--- config.mk ---
export PLATFORM = sky130hd
export DESIGN_NAME = pmb_power_ctrl
export DESIGN_NICKNAME = d
export VERILOG_FILES = /design/src/rtl/pmb_pkg.sv /design/src/rtl/pmb_power_ctrl.sv
export VERILOG_INCLUDE_DIRS = /design/src /design/src/rtl
export SDC_FILE = /design/constraint.sdc
export NUM_CORES = 1
export LEC_CHECK = 0
export ABC_CLOCK_PERIOD_IN_PS = 3770
export BUFFER_PORTS_ARGS = -buffer_cell sky130_fd_sc_hd__buf_4
export CORE_MARGIN = 10
export CORE_UTILIZATION = 54
export DETAILED_ROUTE_END_ITERATION = 16
export MAX_ROUTING_LAYER = met4
export PLACE_DENSITY = 0.86
export SLEW_MARGIN = 20
export SYNTH_ARGS = -nofsm -noshare
export SYNTH_HDL_FRONTEND = slang
export SYNTH_SLANG_ARGS = --single-unit
--- constraint.sdc ---
create_clock -name pclk -period 3.77 [get_ports pclk]
set_clock_uncertainty 0.05 [all_clocks]
set_input_delay 0.1885 -clock pclk [delete_from_list [all_inputs] [get_ports pclk]]
set_output_delay 0.1885 -clock pclk [all_outputs]
set_load 0.05 [all_outputs]
--- src/rtl/pmb_regs.svh ---
// Register indices, field positions, reset values and timing counts
// Assumes byte address = 4 * index on a 32-bit APB, data in low byte
`ifndef PMB_REGS_SVH
`define PMB_REGS_SVH
`define PMB_IDX_PMC       10'h087
`define PMB_IDX_FLG       10'h097
`define PMB_IDX_CKD       10'h0c7
`define PMB_IDX_ISP       10'h0e7
`define PMB_IDX_AUX       10'h010
`define PMB_IDX_EIE       10'h011
`define PMB_IDX_RUN       10'h012
`define PMB_PMC_IDL       0
`define PMB_PMC_PD        1
`define PMB_PMC_POF       4
`define PMB_FLG_BOD       0
`define PMB_FLG_BAD_ADDRESS_RESET_FLAG      4
`define PMB_FLG_BROWNOUT_RESET_FLAG      5
`define PMB_FLG_PIN_RESET_FLAG      6
`define PMB_FLG_SOFT_RESET_FLAG      7
`define PMB_ISP_SOFT_RESET_TRIGGER     5
`define PMB_AUX_BROWNOUT_RESET_ENABLE      6
`define PMB_EIE_EKB       5
`define PMB_EIE_EBD       6
`define PMB_RUN_PCA_IDLE  0
`define PMB_RUN_WDT_IDLE  1
`define PMB_RUN_WDT_PD    2
`define PMB_PMC_RST       8'h10
`define PMB_AUX_RST       8'h24
`define PMB_FLG_MASK      8'hf1
`define PMB_CKD_MASK      8'h87
`define PMB_ISP_MASK      8'hf0
`define PMB_RUN_MASK      8'h07
`define PMB_WAKE_CYCLES   1024
`define PMB_IDLE_RST_MCYC 2
`define PMB_SOFT_RST_CYC  4
`endif

--- src/rtl/pmb_pkg.sv ---
// Types of the power mode and brown-out controller
// Assumes one clock domain; all state lives in one packed struct
package pmb_pkg;
   typedef enum logic [4:0] {
      pmb_run     = 5'h01,
      pmb_idle    = 5'h02,
      pmb_pdown   = 5'h04,
      pmb_wake    = 5'h08,
      pmb_idlerst = 5'h10
   } pmb_mode_t;

   typedef struct packed {
      pmb_mode_t   fsm;
      logic [7:0]  pmc;
      logic [7:0]  flg;
      logic [7:0]  ckd;
      logic [7:0]  isp;
      logic [7:0]  aux;
      logic [7:0]  eie;
      logic [7:0]  runcfg;
      logic [15:0] wcnt;
      logic [1:0]  mcnt;
      logic [3:0]  srcnt;
      logic [6:0]  divcnt;
      logic        tick;
      logic        bo_s1;
      logic        bo_s2;
      logic        bo_d;
      logic        rp_s1;
      logic        rp_s2;
      logic        rp_d;
      logic [3:0]  ei_s1;
      logic [3:0]  ei_s2;
      logic        bor_hold;
      logic        kbd_wake;
      logic        kbd_irq;
      logic [7:0]  prdata;
   } pmb_state_t;
endpackage

--- src/rtl/pmb_power_ctrl.sv ---
// Power mode, wakeup timing, brown-out and reset-cause logic, APB slave
// Assumes an interrupt controller reporting pending/enabled interrupts
// and async pins for brown-out comparator, reset pin and ext irq lines
//
// Overview of operation
// [RQ1] Idle request stops CPU clock, state kept
// [RQ2] Port pins hold levels during idle
// [RQ3] Peripherals run in idle; PCA, WDT configurable
// [RQ4] Enabled interrupt or reset ends idle
// [RQ5] Power-down request stops oscillator and macros
// [RQ6] Only listed wake events end power-down
// [RQ7] Firmware waits 4 us before re-entering power-down
// [RQ8] External line wakes only enabled, level-sensitive
// [RQ9] Interrupt wake runs counter before CPU clock
// [RQ10] Source holds interrupt level until execution starts
// [RQ11] Reset pin rise wakes; run after pin low
// [RQ12] Idle reset exit: two cycles, RAM blocked
// [RQ13] Keypad match wakes, then keypad interrupt
// [RQ14] Brown-out sets flag, optional interrupt request
// [RQ15] Flash writes rejected while supply is low
// [RQ16] Brown-out reset holds, flag set on recovery
// [RQ17] Power-down bit: set starts, exit clears
// [RQ18] Idle bit: set starts, exit clears
// [RQ19] Reset cause flags set by hardware, software clears
// [RQ20] Brown-out flag sticky; bits 3..1 read zero
// [RQ21] Divider selects clock over two to field
// [RQ22] Firmware writes 0x20 to trigger soft reset
// [RQ23] Soft reset trigger clears itself when done
// [RQ24] Power-on flag untouched by warm resets
// [RQ25] Brown-out reset enable selects reset action
// [RQ26] Wakeup counter length is a parameter
//
// The implementer's own choice: the APB register port.
`timescale 1ns/1ps
`include "pmb_regs.svh"

module pmb_power_ctrl #(
   parameter logic [15:0] WAKE_CYCLES = 16'(`PMB_WAKE_CYCLES) // see [RQ26]
) (
   input  wire logic        pclk,
   input  wire logic        presetn,
   input  wire logic [11:0] paddr,
   input  wire logic        psel,
   input  wire logic        penable,
   input  wire logic        pwrite,
   input  wire logic [31:0] pwdata,
   output logic      [31:0] prdata,
   output logic             pready,
   output logic             pslverr,
   input  wire logic        brownout_low,
   input  wire logic        reset_pin,
   input  wire logic [3:0]  ext_irq_line,
   input  wire logic [3:0]  ext_irq_en,
   input  wire logic [3:0]  ext_irq_level,
   input  wire logic [3:0]  ext_irq_high_sel,
   input  wire logic        keypad_match,
   input  wire logic        irq_pending,
   input  wire logic        wdt_wake,
   input  wire logic        wdt_reset,
   input  wire logic        illegal_addr_reset,
   output logic             cpu_clk_en,
   output logic             port_hold,
   output logic             periph_clk_en,
   output logic             pca_clk_en,
   output logic             wdt_clk_en,
   output logic             osc_enable,
   output logic             macro_power_en,
   output logic             ram_access_block,
   output logic             flash_write_block,
   output logic             brownout_irq,
   output logic             keypad_interrupt,
   output logic             warm_reset,
   output logic             sysclk_tick
);

   localparam logic [1:0] MCYC_LAST = 2'(`PMB_IDLE_RST_MCYC - 1);
   localparam logic [3:0] SOFT_LAST = 4'(`PMB_SOFT_RST_CYC - 1);

   pmb_pkg::pmb_state_t s;
   pmb_pkg::pmb_state_t next_s;

   logic [9:0] idx;
   logic       hit;
   logic [7:0] rdv;
   logic       wr;
   logic [6:0] div_top;
   logic [3:0] ei_act;
   logic       ext_wake;
   logic       kbd_src;
   logic       pd_wake;
   logic       rp_rise;
   logic       idle_rst;

   // Register index from the word address
   assign idx = paddr[11:2];
   assign wr  = psel & penable & pwrite;

   // Read mux and decode; unmapped words answer with an error
   always_comb begin
      hit = 1'b1;
      rdv = 8'h00;
      if (idx == `PMB_IDX_PMC) begin
         rdv = s.pmc;
      end else if (idx == `PMB_IDX_FLG) begin
         rdv = s.flg & `PMB_FLG_MASK; // see [RQ20]
      end else if (idx == `PMB_IDX_CKD) begin
         rdv = s.ckd & `PMB_CKD_MASK;
      end else if (idx == `PMB_IDX_ISP) begin
         rdv = s.isp & `PMB_ISP_MASK;
      end else if (idx == `PMB_IDX_AUX) begin
         rdv = s.aux;
      end else if (idx == `PMB_IDX_EIE) begin
         rdv = s.eie;
      end else if (idx == `PMB_IDX_RUN) begin
         rdv = s.runcfg & `PMB_RUN_MASK;
      end else begin
         hit = 1'b0;
      end
   end

   // Zero wait state slave; error only in the access phase
   assign pready  = 1'b1;
   assign pslverr = psel & penable & ~hit;
   assign prdata  = {24'h000000, s.prdata};

   // Wake qualifiers from synchronised pins
   assign ei_act   = ~(s.ei_s2 ^ ext_irq_high_sel);
   assign ext_wake = |(ei_act & ext_irq_en & ext_irq_level); // see [RQ8] [RQ10]
   assign kbd_src  = keypad_match & s.eie[`PMB_EIE_EKB]; // see [RQ13]
   assign rp_rise  = s.rp_s2 & ~s.rp_d; // see [RQ11]
   assign pd_wake  = rp_rise | ext_wake | kbd_src
                   | (wdt_wake & s.runcfg[`PMB_RUN_WDT_PD]); // see [RQ6]
   assign idle_rst = s.rp_s2 | wdt_reset | (s.bo_s2 & s.aux[`PMB_AUX_BROWNOUT_RESET_ENABLE]);
   assign div_top  = 7'((8'h01 << s.ckd[2:0]) - 8'h01); // see [RQ21]

   // Next state: synchronisers, divider, registers, mode machine
   always_comb begin
      next_s = s;
      next_s.bo_s1 = brownout_low;
      next_s.bo_s2 = s.bo_s1;
      next_s.bo_d  = s.bo_s2;
      next_s.rp_s1 = reset_pin;
      next_s.rp_s2 = s.rp_s1;
      next_s.rp_d  = s.rp_s2;
      next_s.ei_s1 = ext_irq_line;
      next_s.ei_s2 = s.ei_s1;
      next_s.tick    = 1'b0;
      next_s.kbd_irq = 1'b0;

      // Slow clock enable; stops with the oscillator
      if (s.fsm == pmb_pkg::pmb_pdown) begin
         next_s.divcnt = 7'h00;
      end else if (s.divcnt >= div_top) begin
         next_s.divcnt = 7'h00;
         next_s.tick   = 1'b1; // see [RQ21]
      end else begin
         next_s.divcnt = s.divcnt + 7'h01;
      end

      // Read data captured in the setup phase
      if (psel & ~penable) begin
         next_s.prdata = rdv;
      end

      // Software writes first, so hardware sets below win
      if (wr) begin
         if (idx == `PMB_IDX_PMC) begin
            next_s.pmc = pwdata[7:0]; // see [RQ17] [RQ18]
         end else if (idx == `PMB_IDX_FLG) begin
            next_s.flg = pwdata[7:0] & `PMB_FLG_MASK; // see [RQ19]
         end else if (idx == `PMB_IDX_CKD) begin
            next_s.ckd = pwdata[7:0] & `PMB_CKD_MASK;
         end else if (idx == `PMB_IDX_ISP) begin
            next_s.isp = pwdata[7:0] & `PMB_ISP_MASK; // see [RQ22]
         end else if (idx == `PMB_IDX_AUX) begin
            next_s.aux = pwdata[7:0]; // see [RQ25]
         end else if (idx == `PMB_IDX_EIE) begin
            next_s.eie = pwdata[7:0];
         end else if (idx == `PMB_IDX_RUN) begin
            next_s.runcfg = pwdata[7:0] & `PMB_RUN_MASK;
         end
      end

      // Soft reset pulse, then trigger self-clears and cause is logged
      if (s.isp[`PMB_ISP_SOFT_RESET_TRIGGER]) begin
         if (s.srcnt == SOFT_LAST) begin
            next_s.srcnt = 4'h0;
            next_s.isp[`PMB_ISP_SOFT_RESET_TRIGGER] = 1'b0; // see [RQ23]
            next_s.flg[`PMB_FLG_SOFT_RESET_FLAG]  = 1'b1; // see [RQ19]
         end else begin
            next_s.srcnt = s.srcnt + 4'h1;
         end
      end

      // Brown-out: sticky flag, optional held reset, flag on recovery
      if (s.bo_s2 & ~s.bo_d) begin
         next_s.flg[`PMB_FLG_BOD] = 1'b1; // see [RQ14] [RQ20]
      end
      next_s.bor_hold = s.bo_s2 & s.aux[`PMB_AUX_BROWNOUT_RESET_ENABLE]; // see [RQ16] [RQ25]
      if (s.bor_hold & ~s.bo_s2) begin
         next_s.flg[`PMB_FLG_BROWNOUT_RESET_FLAG] = 1'b1; // see [RQ16]
      end

      // Pin reset logged when the pin returns low
      if (~s.rp_s2 & s.rp_d) begin
         next_s.flg[`PMB_FLG_PIN_RESET_FLAG] = 1'b1; // see [RQ19]
      end
      if (illegal_addr_reset) begin
         next_s.flg[`PMB_FLG_BAD_ADDRESS_RESET_FLAG] = 1'b1; // see [RQ19]
      end

      // Mode machine
      case (s.fsm)
         pmb_pkg::pmb_run: begin
            if (warm_reset) begin
               next_s.pmc[1:0] = 2'b00; // power-on flag untouched, see [RQ24]
            end else if (s.pmc[`PMB_PMC_PD]) begin
               next_s.fsm = pmb_pkg::pmb_pdown; // see [RQ5]
            end else if (s.pmc[`PMB_PMC_IDL]) begin
               next_s.fsm = pmb_pkg::pmb_idle; // see [RQ1]
            end
         end
         pmb_pkg::pmb_idle: begin
            if (idle_rst) begin
               next_s.fsm  = pmb_pkg::pmb_idlerst; // see [RQ4] [RQ12]
               next_s.mcnt = 2'b00;
            end else if (irq_pending) begin
               next_s.fsm = pmb_pkg::pmb_run; // see [RQ4]
               next_s.pmc[`PMB_PMC_IDL] = 1'b0; // see [RQ18]
            end
         end
         pmb_pkg::pmb_idlerst: begin
            // Counts machine cycles at the slow clock
            if (s.tick) begin
               if (s.mcnt == MCYC_LAST) begin
                  next_s.fsm = pmb_pkg::pmb_run; // see [RQ12]
                  next_s.pmc[`PMB_PMC_IDL] = 1'b0; // see [RQ18]
               end else begin
                  next_s.mcnt = s.mcnt + 2'b01;
               end
            end
         end
         pmb_pkg::pmb_pdown: begin
            if (pd_wake) begin
               next_s.fsm      = pmb_pkg::pmb_wake; // see [RQ6] [RQ9]
               next_s.wcnt     = 16'h0000;
               next_s.kbd_wake = kbd_src;
               next_s.pmc[`PMB_PMC_PD] = 1'b0; // see [RQ17]
            end
         end
         pmb_pkg::pmb_wake: begin
            // Oscillator settles before the CPU clock is released
            if (s.wcnt >= WAKE_CYCLES - 16'h0001) begin
               next_s.fsm     = pmb_pkg::pmb_run; // see [RQ9] [RQ26]
               next_s.kbd_irq = s.kbd_wake; // see [RQ13]
            end else begin
               next_s.wcnt = s.wcnt + 16'h0001;
            end
         end
         default: begin
            next_s.fsm = pmb_pkg::pmb_run;
         end
      endcase
   end

   // State register; power-on reset sets the power-on flag
   always_ff @(posedge pclk or negedge presetn) begin
      if (!presetn) begin
         s        <= '0;
         s.fsm    <= pmb_pkg::pmb_run;
         s.pmc    <= `PMB_PMC_RST; // see [RQ24]
         s.aux    <= `PMB_AUX_RST;
      end else begin
         s <= next_s;
      end
   end

   // Clock gating and power outputs decoded from the mode
   assign cpu_clk_en     = (s.fsm == pmb_pkg::pmb_run)
                         | (s.fsm == pmb_pkg::pmb_idlerst); // see [RQ1] [RQ9]
   assign port_hold      = (s.fsm == pmb_pkg::pmb_idle)
                         | (s.fsm == pmb_pkg::pmb_pdown)
                         | (s.fsm == pmb_pkg::pmb_wake); // see [RQ2]
   assign periph_clk_en  = cpu_clk_en | (s.fsm == pmb_pkg::pmb_idle); // see [RQ3]
   assign pca_clk_en     = cpu_clk_en
                         | ((s.fsm == pmb_pkg::pmb_idle)
                            & s.runcfg[`PMB_RUN_PCA_IDLE]); // see [RQ3]
   assign wdt_clk_en     = cpu_clk_en
                         | ((s.fsm == pmb_pkg::pmb_idle)
                            & s.runcfg[`PMB_RUN_WDT_IDLE])
                         | ((s.fsm == pmb_pkg::pmb_pdown | s.fsm == pmb_pkg::pmb_wake)
                            & s.runcfg[`PMB_RUN_WDT_PD]); // see [RQ3]
   assign osc_enable     = (s.fsm != pmb_pkg::pmb_pdown); // see [RQ5]
   assign macro_power_en = osc_enable; // see [RQ5]
   // Port access is not blocked here, only RAM
   assign ram_access_block  = (s.fsm == pmb_pkg::pmb_idlerst); // see [RQ12]
   assign flash_write_block = s.bo_s2; // see [RQ15]
   assign brownout_irq      = s.flg[`PMB_FLG_BOD] & s.eie[`PMB_EIE_EBD]; // see [RQ14]
   assign keypad_interrupt  = s.kbd_irq;
   assign sysclk_tick       = s.tick;
   // Held while the pin is high; grace cycles in idle exit come first
   assign warm_reset = ((s.rp_s2 | s.bor_hold)
                        & (s.fsm != pmb_pkg::pmb_idlerst))
                     | s.isp[`PMB_ISP_SOFT_RESET_TRIGGER]; // see [RQ11] [RQ16]
endmodule

After elaboration in Yosys (flattened, before gate mapping). Index checks and enable logic that the tools add are counted.

Output and inout bits: 47. Input port bits: 72. Logic and storage cells: 209. Register bits: 100.

Eq/ne operators: 30. Shift operators: 1. $add $sub $neg: 5. Order comparisons: 2. Reduce and logical (&&, ||, !) cells: 25. Mux-type cells: 68. Bitwise operators: 47.

Operators with widths (number): 2-to-1 mux 8 bit (11); 2-to-1 mux 50 bit (1); 2-to-1 mux 16 bit (3); 2-to-1 mux 48 bit (1); 2-to-1 mux 5 bit (9); equality test 10 x 8 -> 1 bit (second input constant) (4); 2-to-1 mux 40 bit (1); 2-to-1 mux 32 bit (1); case mux 16 bit (2 select lines) (1); equality test 10 x 5 -> 1 bit (second input constant) (3); case mux 5 bit (5 select lines) (1); 2-to-1 mux 1 bit (24); 2-to-1 mux 24 bit (1); nonzero test 2 bit (10); adder 16 x 1 -> 16 bit (second input constant) (1); AND 1 bit (16); >= comparator 16 x 10 -> 1 bit (second input constant) (1); bitwise OR 1 bit (15); AND reduction 3 bit (5); 2-to-1 mux 7 bit (2); != test 2 bit (second input constant) (7); AND reduction 7 bit (2); NOT 1 bit (12); 2-to-1 mux 2 bit (5); 31 further kinds (41).

Longest topological paths before layout. Gate-level depths: netlist (run 1).

Depth in word-level cells: 12. Depth in mapped cells: 12. Depth with buffers taken out: 11.

Worst setup path after synthesis (run 1). OpenSTA, ideal clock, no wires.

Path kind: reg-to-output. Start point: register s[111] (netlist name). End point: output port wdt_clk_en. Stages on the path, launching flop included: 5. Arrival time: 3.069 ns. Path buffers: 1. Setup slack: 0.462 ns. Required time: 3.532 ns. Cell sequence: dfstp_2 > clkbuf_1 > xnor2_1 > nor4_1 > a221o_1.

Longest elaborated chain between the ends: 4. Elaborated cells on any way between the ends: 11. Those cells by class: 5 x eq/ne; 6 x bitwise.

Ends and longest elaborated chain: from (decl) (line pmb_power_ctrl.sv:79) `pmb_pkg::pmb_state_t s;`; from (signal assigned) (line pmb_power_ctrl.sv:274) `s <= next_s;`; equality test 5 x 1 -> 1 bit or equality test 5 bit (tied branches) (line pmb_power_ctrl.sv:279, pmb_power_ctrl.sv:280); bitwise OR 1 bit (*) (line pmb_power_ctrl.sv:280) `| (s.fsm == pmb_pkg::pmb_idlerst);`; via cpu_clk_en (line pmb_power_ctrl.sv:61) `output logic cpu_clk_en,`; bitwise OR 1 bit (*) (2 in a row) (line pmb_power_ctrl.sv:288) `assign wdt_clk_en = cpu_clk_en`; to (decl) (line pmb_power_ctrl.sv:65) `output logic wdt_clk_en,`.

Mark *: on every way through the listed nets, which the timed path passes. The rest lies on a longest branch.

==> results.txt, run 1 <==
- Clock Sinks: 100
- In this run switching power makes up 33.4% of total power.
* Buffer type at the clock tree root: sky130_fd_sc_hd__clkbuf_8
- The synthesized design contains 0 enable-type register cells.
- 119 I/O pins were placed.
* Combined area of the multi-input logic cells: 2300 um2
- Summing the sequential cell areas from Yosys gives 49.2% of the chip area.
- The detailed router placed 3741 vias in this run.
* Final Critical Period: 2.81 ns
- Die footprint: 13700 um2
* Reg2Reg Capture Point: s[30]$_DFF_PN0_
- Data on the critical path is required at its endpoint by 4.00 ns.
- The initial antenna violation count came to 0.
* Synth warnings: 0
- Setup_tns: 0 ns
- For this run, design rule violations remaining after detail routing come to 0.
* Detailed-placement wirelength estimate: 8610 um
- Worst path arrival time: 3.04 ns
- Internal power comes to 1.67 mW.
* Number of inserted diodes: 0
- Worst min-delay path endpoint: s[99]$_DFFE_PN0P_
- The worst register-to-register path has a depth of 10.
- The most used flip-flop cell after synthesis is sky130_fd_sc_hd__dfrtp_1.
- In this run the most critical hold path is launched from pwdata[4].
* Worst Hold Class: primary input to flop
- Clock tree from TritonCTS: done
- Die width: 117 um
- Starting Density: 55.4%
- Inserted Clock Buffers: 9
- The worst setup path is launched from a flop.
* Vias/cell: 5.67
* Deepest clock path buffer count: 2
* DP Area: 5510 um2
* Critical register-to-register path startpoint: s[89]$_DFFE_PN0P_
* Worst skew pair latency: 0.37 ns
* DRT antenna net count: 0
* Placeable core area: 9200 um2
- For this run, the total global-route usage over all layers was measured as 17.4%.
- Cell area after synthesis: 5090 um2
- The first routing iteration left 222 violations.
* Vert. Die Dim: 117 um
* Area added between synthesis and finish: 13.9%
- Gates resized during post-CTS repair numbered 0.
- Average wire per cell in the routed design: 17.6 um
* Total count of hold-check failures in the final report: 0
- Routability-driven placement finished with a final weighted congestion of 0.906.
- Vias in the first global route: 3815
- Slew @ Worst Pin: 0.985 ns
* Avg Cell Area, Syn: 10.6 um2
- Counting instances, the worst hold path has a depth of 2.
- The worst setup path is captured at a flop.
- Number of H-tree levels: 3
- Cell Pwr Density: 432 nW/um2
- Headroom to the max-slew limit came out at 33.8%.
* Async SR Flop Fraction: 100%
- Status: finished clean
* Hold-fix buffers, CTS: 9
- After filler insertion, the fill cell instance count of the layout stands at 700.
* Count of pins over their slew limit: 0
- The first global-routing pass estimated 18300 um of wire.
- Summing all flip-flop and latch instances after layout gives 2510 um2.
- The initialized floorplan defines 35 standard-cell rows.
- Routed WL: 11600 um
- Number of distinct library cells after synthesis: 57
* Area of all placed cells without fillers: 5800 um2
- Counting every instance in the synthesized netlist gives 480.
- Post-layout net count: 628
* Worst Path Class, Setup: flop to flop
- Maximum number of pins on one net before global-route repair: 81
* Clock-pin transition on the worst setup and hold timing paths: 0.10 ns
- For this run, the detailed router's first-pass iteration total came to 4.
* Clock group share of total power: 27.5%
* Flop pwr share: 47.9%
* Number of setup violations in the final report: 0
- Fraction of final layout cells with drive strength greater than 1: 24.6%
- Combinational logic burns 24.6% of the power.
- In this run, synthesis produced a sequential element count of 100.
- In this run the tool buffered the top-level ports with 67 buffer cells.
- Net switching power figure: 0.838 mW
- The number of setup buffers added after CTS is 0.
- Max rail drop VDD: 304 uV
- Number of max-cap violations: 0
- Unrepaired setup endpoints after global routing: false
* Max FO, Critical Path: 8
- Of the available clock period, the critical path in the final layout requires 74.5%.
- Fmax achieved: 356 MHz
* Flop-to-flop setup slack: 0.96 ns
- For this design the static power due to leakage is 2.82 nW.
* Leftover overflow at the end of global routing: 0
worst max path at each step:
stage / from / end / slack (ns) / cells past startpoint
finish: s[89]$_DFFE_PN0P_ / s[30]$_DFF_PN0_ / 0.96 / 10
global route: s[89]$_DFFE_PN0P_ / s[30]$_DFF_PN0_ / 0.78 / 10
CTS: s[89]$_DFFE_PN0P_ / s[30]$_DFF_PN0_ / 0.92 / 10
detailed placement: s[89]$_DFFE_PN0P_ / s[30]$_DFF_PN0_ / 0.96 / 10
global placement: s[89]$_DFFE_PN0P_ / sysclk_tick$_DFF_PN0_ / 1.12 / 10
floorplan: s[111]$_DFFE_PN1P_ / wdt_clk_en / 0.46 / 4
final cells by class:
class | count | area share, %
Clock buffer | 10 | 2.20
Clock inverter | 6 | 1.23
Inverter | 14 | 0.906
Multi-Input combinational cell | 341 | 39.6
Sequential cell | 100 | 43.2
Tap cell | 111 | 2.39
Timing Repair Buffer | 78 | 10.5
metrics by stage:
step                std cells  hold WS [ns]  util, %  setup slack [ns]  power (mW)
finish                    660        0.0136     63.1             0.961        2.51
global route              660        0.0152     63.1             0.784        2.63
CTS                       660        0.0126     63.1             0.918        2.52
detailed placement        635         0.250     59.9             0.963        1.83
global placement          635         0.248     59.9              1.12        1.80
floorplan                 503        -0.157        -             0.462        1.66
routing by layer:
metal,vias to the layer above,GRT usage (%),part of all wire (%)
met3,22,2.24,6.2
met4,0,7.83,2.4
met2,123,28.8,50
met1,1833,20.8,41
met5,-,-,0
li1,1763,-,-
cells in the mapped netlist (3+ instances only):
library cell | number | share of area [%]
sky130_fd_sc_hd__a21oi_1 | 14 | 1.4
sky130_fd_sc_hd__a221o_1 | 3 | 0.59
sky130_fd_sc_hd__a222oi_1 | 4 | 0.79
sky130_fd_sc_hd__a22oi_1 | 3 | 0.44
sky130_fd_sc_hd__and2_1 | 3 | 0.37
sky130_fd_sc_hd__and3_1 | 5 | 0.61
sky130_fd_sc_hd__buf_4 | 34 | 5.0
sky130_fd_sc_hd__clkbuf_1 | 8 | 0.59
sky130_fd_sc_hd__dfrtp_1 | 96 | 47
sky130_fd_sc_hd__dfstp_2 | 4 | 2.1
sky130_fd_sc_hd__ha_1 | 12 | 2.9
sky130_fd_sc_hd__inv_1 | 14 | 1.0
sky130_fd_sc_hd__mux2_2 | 37 | 8.2
sky130_fd_sc_hd__mux2i_1 | 10 | 2.0
sky130_fd_sc_hd__nand2_1 | 38 | 2.8
sky130_fd_sc_hd__nand2b_1 | 4 | 0.49
sky130_fd_sc_hd__nand3_1 | 10 | 0.98
sky130_fd_sc_hd__nand3b_1 | 3 | 0.44
sky130_fd_sc_hd__nand4_1 | 5 | 0.61
sky130_fd_sc_hd__nand4b_1 | 3 | 0.52
sky130_fd_sc_hd__nor2_1 | 43 | 3.2
sky130_fd_sc_hd__nor2b_1 | 15 | 1.8
sky130_fd_sc_hd__nor3_1 | 14 | 1.4
sky130_fd_sc_hd__nor3b_1 | 3 | 0.44
sky130_fd_sc_hd__nor4_1 | 13 | 1.6
sky130_fd_sc_hd__o21ai_0 | 13 | 1.3
sky130_fd_sc_hd__o22ai_1 | 3 | 0.37
sky130_fd_sc_hd__or3_1 | 4 | 0.49
sky130_fd_sc_hd__xnor2_1 | 14 | 2.4
sky130_fd_sc_hd__xor2_1 | 8 | 1.4
state kept, by name, summed over array words and instances, names as in the netlist:
signal             cells
flash_write_block      1
keypad_interrupt       1
next_s                 7
prdata                 8
s                     82
sysclk_tick            1
cell usage in the layout (no fill, tap or decap), types with 3 or more instances in the layout:
| cell type | count |
|---|---|
| sky130_fd_sc_hd__inv_1 | 14 |
| sky130_fd_sc_hd__xnor2_1 | 14 |
| sky130_fd_sc_hd__and2_1 | 3 |
| sky130_fd_sc_hd__dlygate4sd3_1 | 9 |
| sky130_fd_sc_hd__nand4_1 | 5 |
| sky130_fd_sc_hd__nand2b_1 | 4 |
| sky130_fd_sc_hd__xor2_1 | 8 |
| sky130_fd_sc_hd__nand2_1 | 38 |
| sky130_fd_sc_hd__o22ai_1 | 3 |
| sky130_fd_sc_hd__and3_1 | 5 |
| sky130_fd_sc_hd__nor2_1 | 43 |
| sky130_fd_sc_hd__nand3b_1 | 3 |
| sky130_fd_sc_hd__o21ai_0 | 13 |
| sky130_fd_sc_hd__mux2i_1 | 10 |
| sky130_fd_sc_hd__dfstp_2 | 4 |
| sky130_fd_sc_hd__nor2b_1 | 15 |
| sky130_fd_sc_hd__a21oi_1 | 14 |
| sky130_fd_sc_hd__ha_1 | 12 |
| sky130_fd_sc_hd__conb_1 | 25 |
| sky130_fd_sc_hd__dfrtp_1 | 96 |
| sky130_fd_sc_hd__mux2_2 | 37 |
| sky130_fd_sc_hd__a222oi_1 | 4 |
| sky130_fd_sc_hd__nor3_1 | 14 |
| sky130_fd_sc_hd__a221o_1 | 3 |
| sky130_fd_sc_hd__a22oi_1 | 3 |
| sky130_fd_sc_hd__nor4_1 | 13 |
| sky130_fd_sc_hd__buf_4 | 69 |
| sky130_fd_sc_hd__clkbuf_8 | 9 |
| sky130_fd_sc_hd__nor3b_1 | 3 |
| sky130_fd_sc_hd__nand4b_1 | 3 |
| sky130_fd_sc_hd__nand3_1 | 10 |
| sky130_fd_sc_hd__or3_1 | 4 |
worst max-delay path: stages (launching register included):
cell	delay, ns
sky130_fd_sc_hd__dfrtp_1	0.47
sky130_fd_sc_hd__or3_1	0.42
sky130_fd_sc_hd__ha_1	0.28
sky130_fd_sc_hd__nor3_1	0.18
sky130_fd_sc_hd__a21oi_1	0.06
sky130_fd_sc_hd__o21a_1	0.17
sky130_fd_sc_hd__ha_1	0.28
sky130_fd_sc_hd__o21ai_0	0.18
sky130_fd_sc_hd__a21oi_1	0.11
sky130_fd_sc_hd__a31o_2	0.30
sky130_fd_sc_hd__nor3_1	0.22
power by group through the flow:
stage                     combinational (mW)  sequential (mW)  clock (mW)
after CTS                              0.616             1.20       0.697
final                                  0.617             1.20       0.689
after global routing                   0.671             1.21       0.742
after detailed placement               0.605             1.22           0
after floorplan                        0.458             1.21           0
after global placement                 0.579             1.22           0
logic make-up after synthesis:
kind of cell | Yosys count | share of synthesized area [%]
mux | 48 | 10.4
flops | 100 | 49.2
compound gates | 62 | 8.40
other cells | 2 | 0.147
buf+inv | 62 | 7.42
simple gates | 172 | 17.7
xor+xnor | 22 | 3.78
fa+ha+maj | 12 | 2.95
Note: power is estimated with default switching activity, not from simulation.
==> run 2, diff against run 1 <==
--- a/config.mk
+++ b/config.mk
@@ -6,7 +6,7 @@
 export SDC_FILE = /design/constraint.sdc
 export NUM_CORES = 1
 export LEC_CHECK = 0
-export ABC_CLOCK_PERIOD_IN_PS = 3770
+export ABC_CLOCK_PERIOD_IN_PS = 2640
 export BUFFER_PORTS_ARGS = -buffer_cell sky130_fd_sc_hd__buf_4
 export CORE_MARGIN = 10
 export CORE_UTILIZATION = 54
==> constraint.sdc (replaced) <==
create_clock -name pclk -period 2.64 [get_ports pclk]
set_clock_uncertainty 0.05 [all_clocks]
set_input_delay 0.132 -clock pclk [delete_from_list [all_inputs] [get_ports pclk]]
set_output_delay 0.132 -clock pclk [all_outputs]
set_load 0.05 [all_outputs]
==> run 2 against run 1 <==
  * First-iteration DRC count grew 26%
  * Die area stayed put
  * Non-clock buffer count increased by 18
  * Final cell count is 2.7% higher
==> results.txt, run 2 (synthesis gave the netlist of run 1 again) <==
- Status: finished clean
- Max rail drop VDD: 336 uV (+11%)
- The worst max-slew margin expressed relative to the limit was 33.7% (-0.062 points).
- Number of max-cap violations: 0 (unchanged)
- Routed WL: 12100 um (+3.8%)
- The initial antenna violation count was 0 (unchanged).
* Worst path arrival time: 2.76 ns (-0.28 ns)
- The maximum achievable frequency is 394 MHz (+11%).
- For this design, the slowest cell found on the critical path is sky130_fd_sc_hd__or3_1.
- The power density relative to cell area is 592 nW/um2 (+37%).
- Area of all placed cells without fillers: 6010 um2 (+3.5%)
- The cell sitting at the root of the clock tree is a sky130_fd_sc_hd__clkbuf_8.
* Placeable core area: 9200 um2 (unchanged)
- The via density per instance came to 5.76 (+1.6%).
- The worst hold margin was 0.0176 ns (+0.00402 ns).
* Vias in the first global route: 4030 (+5.6%)
- The fraction of final layout cells with drive strength greater than 1 is 27.9% (+3.3 points).
- The number of buffers inserted during clock tree synthesis is 9 (unchanged).
* Number of setup violations in the final report: 0 (unchanged)
* Global-route wire length before repair: 19000 um (+3.8%)
- More flip-flops sit in one register than any other, and that register is s.
* Cells along the critical path: or3_1 -> ha_2 -> nor3_2 -> a21oi_2 -> o21a_1 -> ha_2 -> nor4_2 -> o21ai_0 -> a31o_2 -> nor3_1
- STA classifies the critical path endpoint as a flop.
- The maximum net fanout on the critical path is 8 (unchanged).
- The number of nets at the end of the flow was 646 (+2.9%).
- The critical path data required time was 2.86 ns (-1.14 ns).
* DRT antenna net count: 0 (unchanged)
* Average wire per cell in the routed design: 17.8 um (+1.0%)
* I/O Buffers: 67 (unchanged)
- Max reg flops: 82 (unchanged)
- The combined global-route utilization of all metal layers came to 17.9% (+0.55 points).
- STA classifies the critical path startpoint as a flop.
- TritonCTS built the clock tree.
- The tightest min-delay check is of the primary input to flop type.
- The die span in x is 117 um (unchanged).
* Vias after detailed routing: 3906 (+4.4%)
* Largest stage delay on the critical path: 0.41 ns (-0.06 ns)
- Row cnt: 35 (unchanged)
* Worst skew pair latency: 0.37 ns (about the same)
* Standby leakage power: 2.92 nW (+3.6%)
- The die span in y was 117 um (unchanged).
* Clock-pin transition on the worst setup and hold timing paths: 0.09 ns (about the same)
- The library cells used most frequently in the layout, excluding fill and tap cells, are 96 x sky130_fd_sc_hd__dfrtp_1, 78 x sky130_fd_sc_hd__buf_4, 42 x sky130_fd_sc_hd__nor2_1, 38 x sky130_fd_sc_hd__nand2_1, 37 x sky130_fd_sc_hd__mux2_2.
* Final Critical Period: 2.54 ns (-0.271 ns)
* Die footprint: 13700 um2 (unchanged)
- The detailed-placement wirelength estimate came to 8730 um (+1.5%).
- The count of H-tree levels built during CTS is 3 (unchanged).
- The sink count of the clock tree came to 100 (unchanged).
* DP Area: 5610 um2 (+1.8%)
* Commonest non-fill, non-tap cell in the layout: sky130_fd_sc_hd__dfrtp_1
- The final RePlAce weighted congestion was 0.866 (-4.4%).
* Worst Path Class, Setup: flop to flop
- DR pass1 iterations: 5 (+1)
- Count of pins over their slew limit: 0 (unchanged)
* Buffer count from post-CTS setup fixing: 0 (unchanged)
* Worst path most repeated cell: sky130_fd_sc_hd__ha_2
* Number of inserted diodes: 0 (unchanged)
* Count of pins on the block boundary: 119 (unchanged)
- The actual transition at the worst max-transition pin came to 0.993 ns (+0.00796 ns).
- The setup TNS after final layout was 0 ns (unchanged).
- Area added between synthesis and finish: 17.9%
- DRT iter0 DRCs: 279 (+26%)
- Maximum number of pins on one net before global-route repair: 60 (-26%)
* Total count of hold-check failures in the final report: 0 (unchanged)
- The total congestion overflow after global routing was 0 (unchanged).
- The total DRC errors in the routed layout came to 0 (unchanged).
- Final clock period utilization by the worst path: 96.1% (+22 points)
- The number of buffers on the longest clock path was 2 (unchanged).
- The initial core utilization came to 55.4% (unchanged).
run 2: report_power, final:
part	total [mW]	leakage [nW]	internal [mW]	switching (mW)
Combinational	0.926	1.58	0.341	0.585
Sequential	1.72	1.25	1.63	0.0913
Clock	0.913	0.0922	0.381	0.532
Total	3.56	2.92	2.35	1.21
run 2: layout make-up:
| class | count | area [um2] |
|---|---|---|
| fillers | 675 | 3190 |
| flip-flops and latches | 100 | 2510 |
| multi-input cells | 341 | 2350 |
| repair buffers | 96 | 776 |
| clock buffers | 11 | 141 |
| well taps | 111 | 139 |
| inverters | 14 | 52.6 |
| clock inverters | 5 | 41.3 |
run 2: timing repair:
action                                  4_1_cts  5_1_grt
hold buffers                                 17        0
gates resized for setup                       0       12
hold endpoints to repair                     67        0
endpoints found under the setup margin        0        8
run 2: per-layer routing:
| layer | share of wire, % | vias up | track usage, % | wire length (um) |
|---|---|---|---|---|
| li1 | - | 1811 | - | - |
| met1 | 40 | 1930 | 19.9 | 4840 |
| met2 | 52 | 131 | 31.4 | 6280 |
| met3 | 5.1 | 34 | 2.60 | 614 |
| met4 | 2.7 | 0 | 7.91 | 324 |
| met5 | 0 | - | - | 0 |
run 2: path summary, 6_finish.rpt:
| check | startpoint | endpoint | slack, ns | cells after the start |
|---|---|---|---|---|
| worst max register to register | s[89]$_DFFE_PN0P_ | s[31]$_DFF_PN0_ | 0.10 | 10 |
| min in group asynchronous | presetn | s[114]$_DFFE_PN0P_ | 0.22 | 2 |
| worst min register to register | next_s[13]$_DFF_PN0_ | s[13]$_DFF_PN0_ | 0.31 | 0 |
| worst min-delay path | pwdata[1] | s[88]$_DFFE_PN0P_ | 0.02 | 2 |
| max in group asynchronous | presetn | s[73]$_DFFE_PN1P_ | 1.57 | 3 |
| worst max-delay path | s[89]$_DFFE_PN0P_ | s[31]$_DFF_PN0_ | 0.10 | 10 |
run 2: worst max-delay path, delay by kind of cell, from the launching register on:
family	cells	cell delay [ns]
DFF	1	0.39
adders and majority gates	2	0.39
AOI/OAI and AO/OA	4	0.62
and+or+nand+nor	4	1.01
run 2: through the flow:
step,setup WS [ns],total power [mW],std cells,util [%]
after floorplan,0.00672,2.38,503,-
after global placement,0.161,2.57,645,61.0
after detailed placement,0.0635,2.61,645,61.0
after CTS,0.0617,3.53,678,64.8
after global routing,-0.0483,3.72,678,65.3
final,0.102,3.56,678,65.3
==> run 3, diff against run 2 <==
--- a/config.mk
+++ b/config.mk
@@ -13,6 +13,7 @@
 export DETAILED_ROUTE_END_ITERATION = 16
 export MAX_ROUTING_LAYER = met4
 export PLACE_DENSITY = 0.86
+export SETUP_SLACK_MARGIN = 0.3
 export SLEW_MARGIN = 20
 export SYNTH_ARGS = -nofsm -noshare
 export SYNTH_HDL_FRONTEND = slang
==> run 3 against run 2 <==
  * Non-clock buffer count up 2
  * Sequential power about the same
  * Worst hold slack worse by 0.0054 ns
  * Die area unchanged
  * First-iteration DRC count down 12%
  * Combinational power up 2.8%
  * Largest power group unchanged
  * Highest routed layer unchanged
==> results.txt, run 3 (synthesis gave the netlist of run 1 again) <==
- The run finished with clean final reports.
* Unrepaired setup endpoints after global routing: true
- The actual transition at the worst max-transition pin was 0.975 ns (-0.0176 ns).
* CP endpoint kind: flop
- Post-route DRC: 0 (unchanged)
- Vias/cell: 5.60 (-2.8%)
- Cells along the critical path: or3_4 -> ha_4 -> nor3_2 -> a21oi_1 -> o21a_1 -> ha_2 -> nor4_1 -> o21ai_1 -> a31o_4 -> and2_1
* Number of H-tree levels: 3 (unchanged)
- The number of maximum-capacitance constraint violations is 0 (unchanged).
- The clock latency on the worst-skew pair was 0.35 ns (-0.02 ns).
- Final Hold Slack: 0.0122 ns (-0.00538 ns)
- The die span in y was 117 um (unchanged).
- The critical path arrival is 2.65 ns (-0.11 ns).
* Highest-delay cell along the critical path: sky130_fd_sc_hd__dfrtp_2
- Die footprint: 13700 um2 (unchanged)
* Placeable core area: 9200 um2 (unchanged)
* Final weighted congestion in routability-driven placement: 0.954 (+10%)
- The count of antenna diodes in the layout came to 0 (unchanged).
* Standby leakage power: 2.94 nW (+0.42%)
- The overall routed net length was 11800 um (-2.0%).
* Final Critical Period: 2.45 ns (-0.0856 ns)
- The cell sitting at the root of the clock tree is a sky130_fd_sc_hd__clkbuf_8.
* Commonest non-fill, non-tap cell in the layout: sky130_fd_sc_hd__dfrtp_1
* Number of buffers and inverters on the critical path: 0 (unchanged)
- The initial core utilization was 55.4% (unchanged).
* Most used cells in the layout excluding fill and tap cells: 94 x sky130_fd_sc_hd__dfrtp_1, 81 x sky130_fd_sc_hd__buf_4, 43 x sky130_fd_sc_hd__nor2_1, 38 x sky130_fd_sc_hd__nand2_1, 37 x sky130_fd_sc_hd__mux2_2
- Average wire per cell in the routed design: 17.4 um (-2.3%)
- The sink count of the clock tree came to 100 (unchanged).
* DR pass1 iterations: 5 (unchanged)
- The total power of the final layout was 3.73 mW (+4.8%).
* Leftover overflow at the end of global routing: 0 (unchanged)
* Largest delay contributor family on the critical path: simple AND/OR/NAND/NOR gates
- The total number of placement rows came to 35 (unchanged).
* End-of-flow core utilization: 66.1% (+0.83 points)
* Count of pins over their slew limit: 0 (unchanged)
* Antenna violations before repair: 0 (unchanged)
- Max reg flops: 82 (unchanged)
- The cell area after layout is 6080 um2 (+1.3%).
* Fmax achieved: 408 MHz (+3.5%)
- Deepest clock path buffer count: 2 (unchanged)
- Largest stage delay on the critical path: 0.43 ns (+0.02 ns)
- Number of cells in the finished layout apart from fillers: 680 (+0.29%)
- The via count came to 3809 (-2.5%).
* I/O Buffers: 67 (unchanged)
- Count of pins on the block boundary: 119 (unchanged)
- The combined global-route utilization of all metal layers was 18.2% (+0.30 points).
- Area added between synthesis and finish: 19.4%
- The maximum net fanout on the critical path came to 8 (unchanged).
- Worst Path Class, Setup: flop to flop
- The worst supply voltage drop on vdd was 315 uV (-6.4%).
- Slew headroom: 34.9% (+1.2 points)
* CP Launch Type: flop
- Placed cell count: 640 (-0.78%)
- Post-placement worst setup slack: 0.152 ns (+0.0889 ns)
* Total count of hold-check failures in the final report: 0 (unchanged)
* Maximum number of pins on one net before global-route repair: 54 (-10%)
- PnR worst setup slack: 0.188 ns (+0.0856 ns)
- Clock tree from TritonCTS: done
- DRT iter0 DRCs: 245 (-12%)
- DP Area: 5610 um2 (about the same)
* Post-layout net count: 648 (+0.31%)
- Register with the most flip-flops: s
- The number of global-route vias before repair was 3963 (-1.7%).
* Detailed-placement wirelength estimate: 8790 um (+0.71%)
* Global-route wire length before repair: 19200 um (+1.2%)
* Cell Pwr Density: 613 nW/um2 (+3.4%)
- The setup TNS after final layout was 0 ns (unchanged).
- The register clock-pin slew on the reported worst setup and hold paths is 0.10 ns (about the same).
- DRT antenna net count: 0 (unchanged)
- The number of fill cells in the layout was 659 (-2.4%).
* Die width: 117 um (unchanged)
- The fraction of final layout cells with drive strength greater than 1 is 28.3% (+0.43 points).
* Inserted Clock Buffers: 9 (unchanged)
- Number of setup violations in the final report: 0 (unchanged)
- The post-route fraction of the period consumed by the critical path came to 92.9% (-3.2 points).
- The tightest min-delay check is of the primary input to flop type.
- Required time of the critical path: 2.84 ns (-0.02 ns)
==> run 3: cell count changes in the layout (fill, tap and decap cells not counted), moves of 2 or more <==
cell	previous run	this run
sky130_fd_sc_hd__bufinv_16	0	2
sky130_fd_sc_hd__buf_4	78	81
sky130_fd_sc_hd__dfrtp_2	0	2
sky130_fd_sc_hd__dfrtp_1	96	94
sky130_fd_sc_hd__nor4_2	3	1
==> run 3: worst register-to-register path: cells and delay by family (launching register included) <==
kind                     cells  cell delay, ns
AND/OR/NAND/NOR              4            0.89
AO/OA/AOI/OAI                4            0.62
flip-flops                   1            0.43
adder cells (fa/ha/maj)      2            0.38
==> run 3: path summary, 6_finish.rpt <==
check                                           from                     endpoint  slack (ns)  cells after the start
worst max register to register     s[89]$_DFFE_PN0P_        sysclk_tick$_DFF_PN0_        0.19                     10
worst min register to register  next_s[23]$_DFF_PN0_  flash_write_block$_DFF_PN0_        0.31                      0
worst min-delay path                       pwdata[5]            s[76]$_DFFE_PN1P_        0.01                      2
worst max-delay path               s[89]$_DFFE_PN0P_        sysclk_tick$_DFF_PN0_        0.19                     10
max in group asynchronous                    presetn            s[73]$_DFFE_PN1P_        1.54                      3
min in group asynchronous                    presetn         next_s[13]$_DFF_PN0_        0.27                      2
==> run 3: routing by layer <==
layer  track usage (%)  vias to the layer above  wire, um
met2              31.6                      104      6200
met3              2.70                       23       612
li1                  -                     1810         -
met4              6.26                        0       212
met1              21.2                     1872      4790
met5                 -                        -         0
==> run 3: layout make-up <==
cell class,count,area (um2),share of cell area (%)
sequential,100,2510,41.3
timing repair buffer,98,788,13.0
inverter,14,52.6,0.864
clock buffer,11,131,2.16
clock inverter,5,85.1,1.40
tap,111,139,2.28
multi-input combinational,341,2380,39.1
==> run 3: what timing repair did <==
item                       4_1_cts  5_1_grt
hold buffers                    16        0
setup buffers                    5        3
pin swaps                        0        1
gates resized for setup          4        5
hold endpoints to repair        66        0
setup endpoints to repair        9       10
==> run 3: power breakdown <==
part | total, mW | internal, mW | switching, mW
Combinational | 0.952 | 0.356 | 0.597
Sequential | 1.71 | 1.63 | 0.0847
Clock | 1.06 | 0.540 | 0.523
Total | 3.73 | 2.52 | 1.20
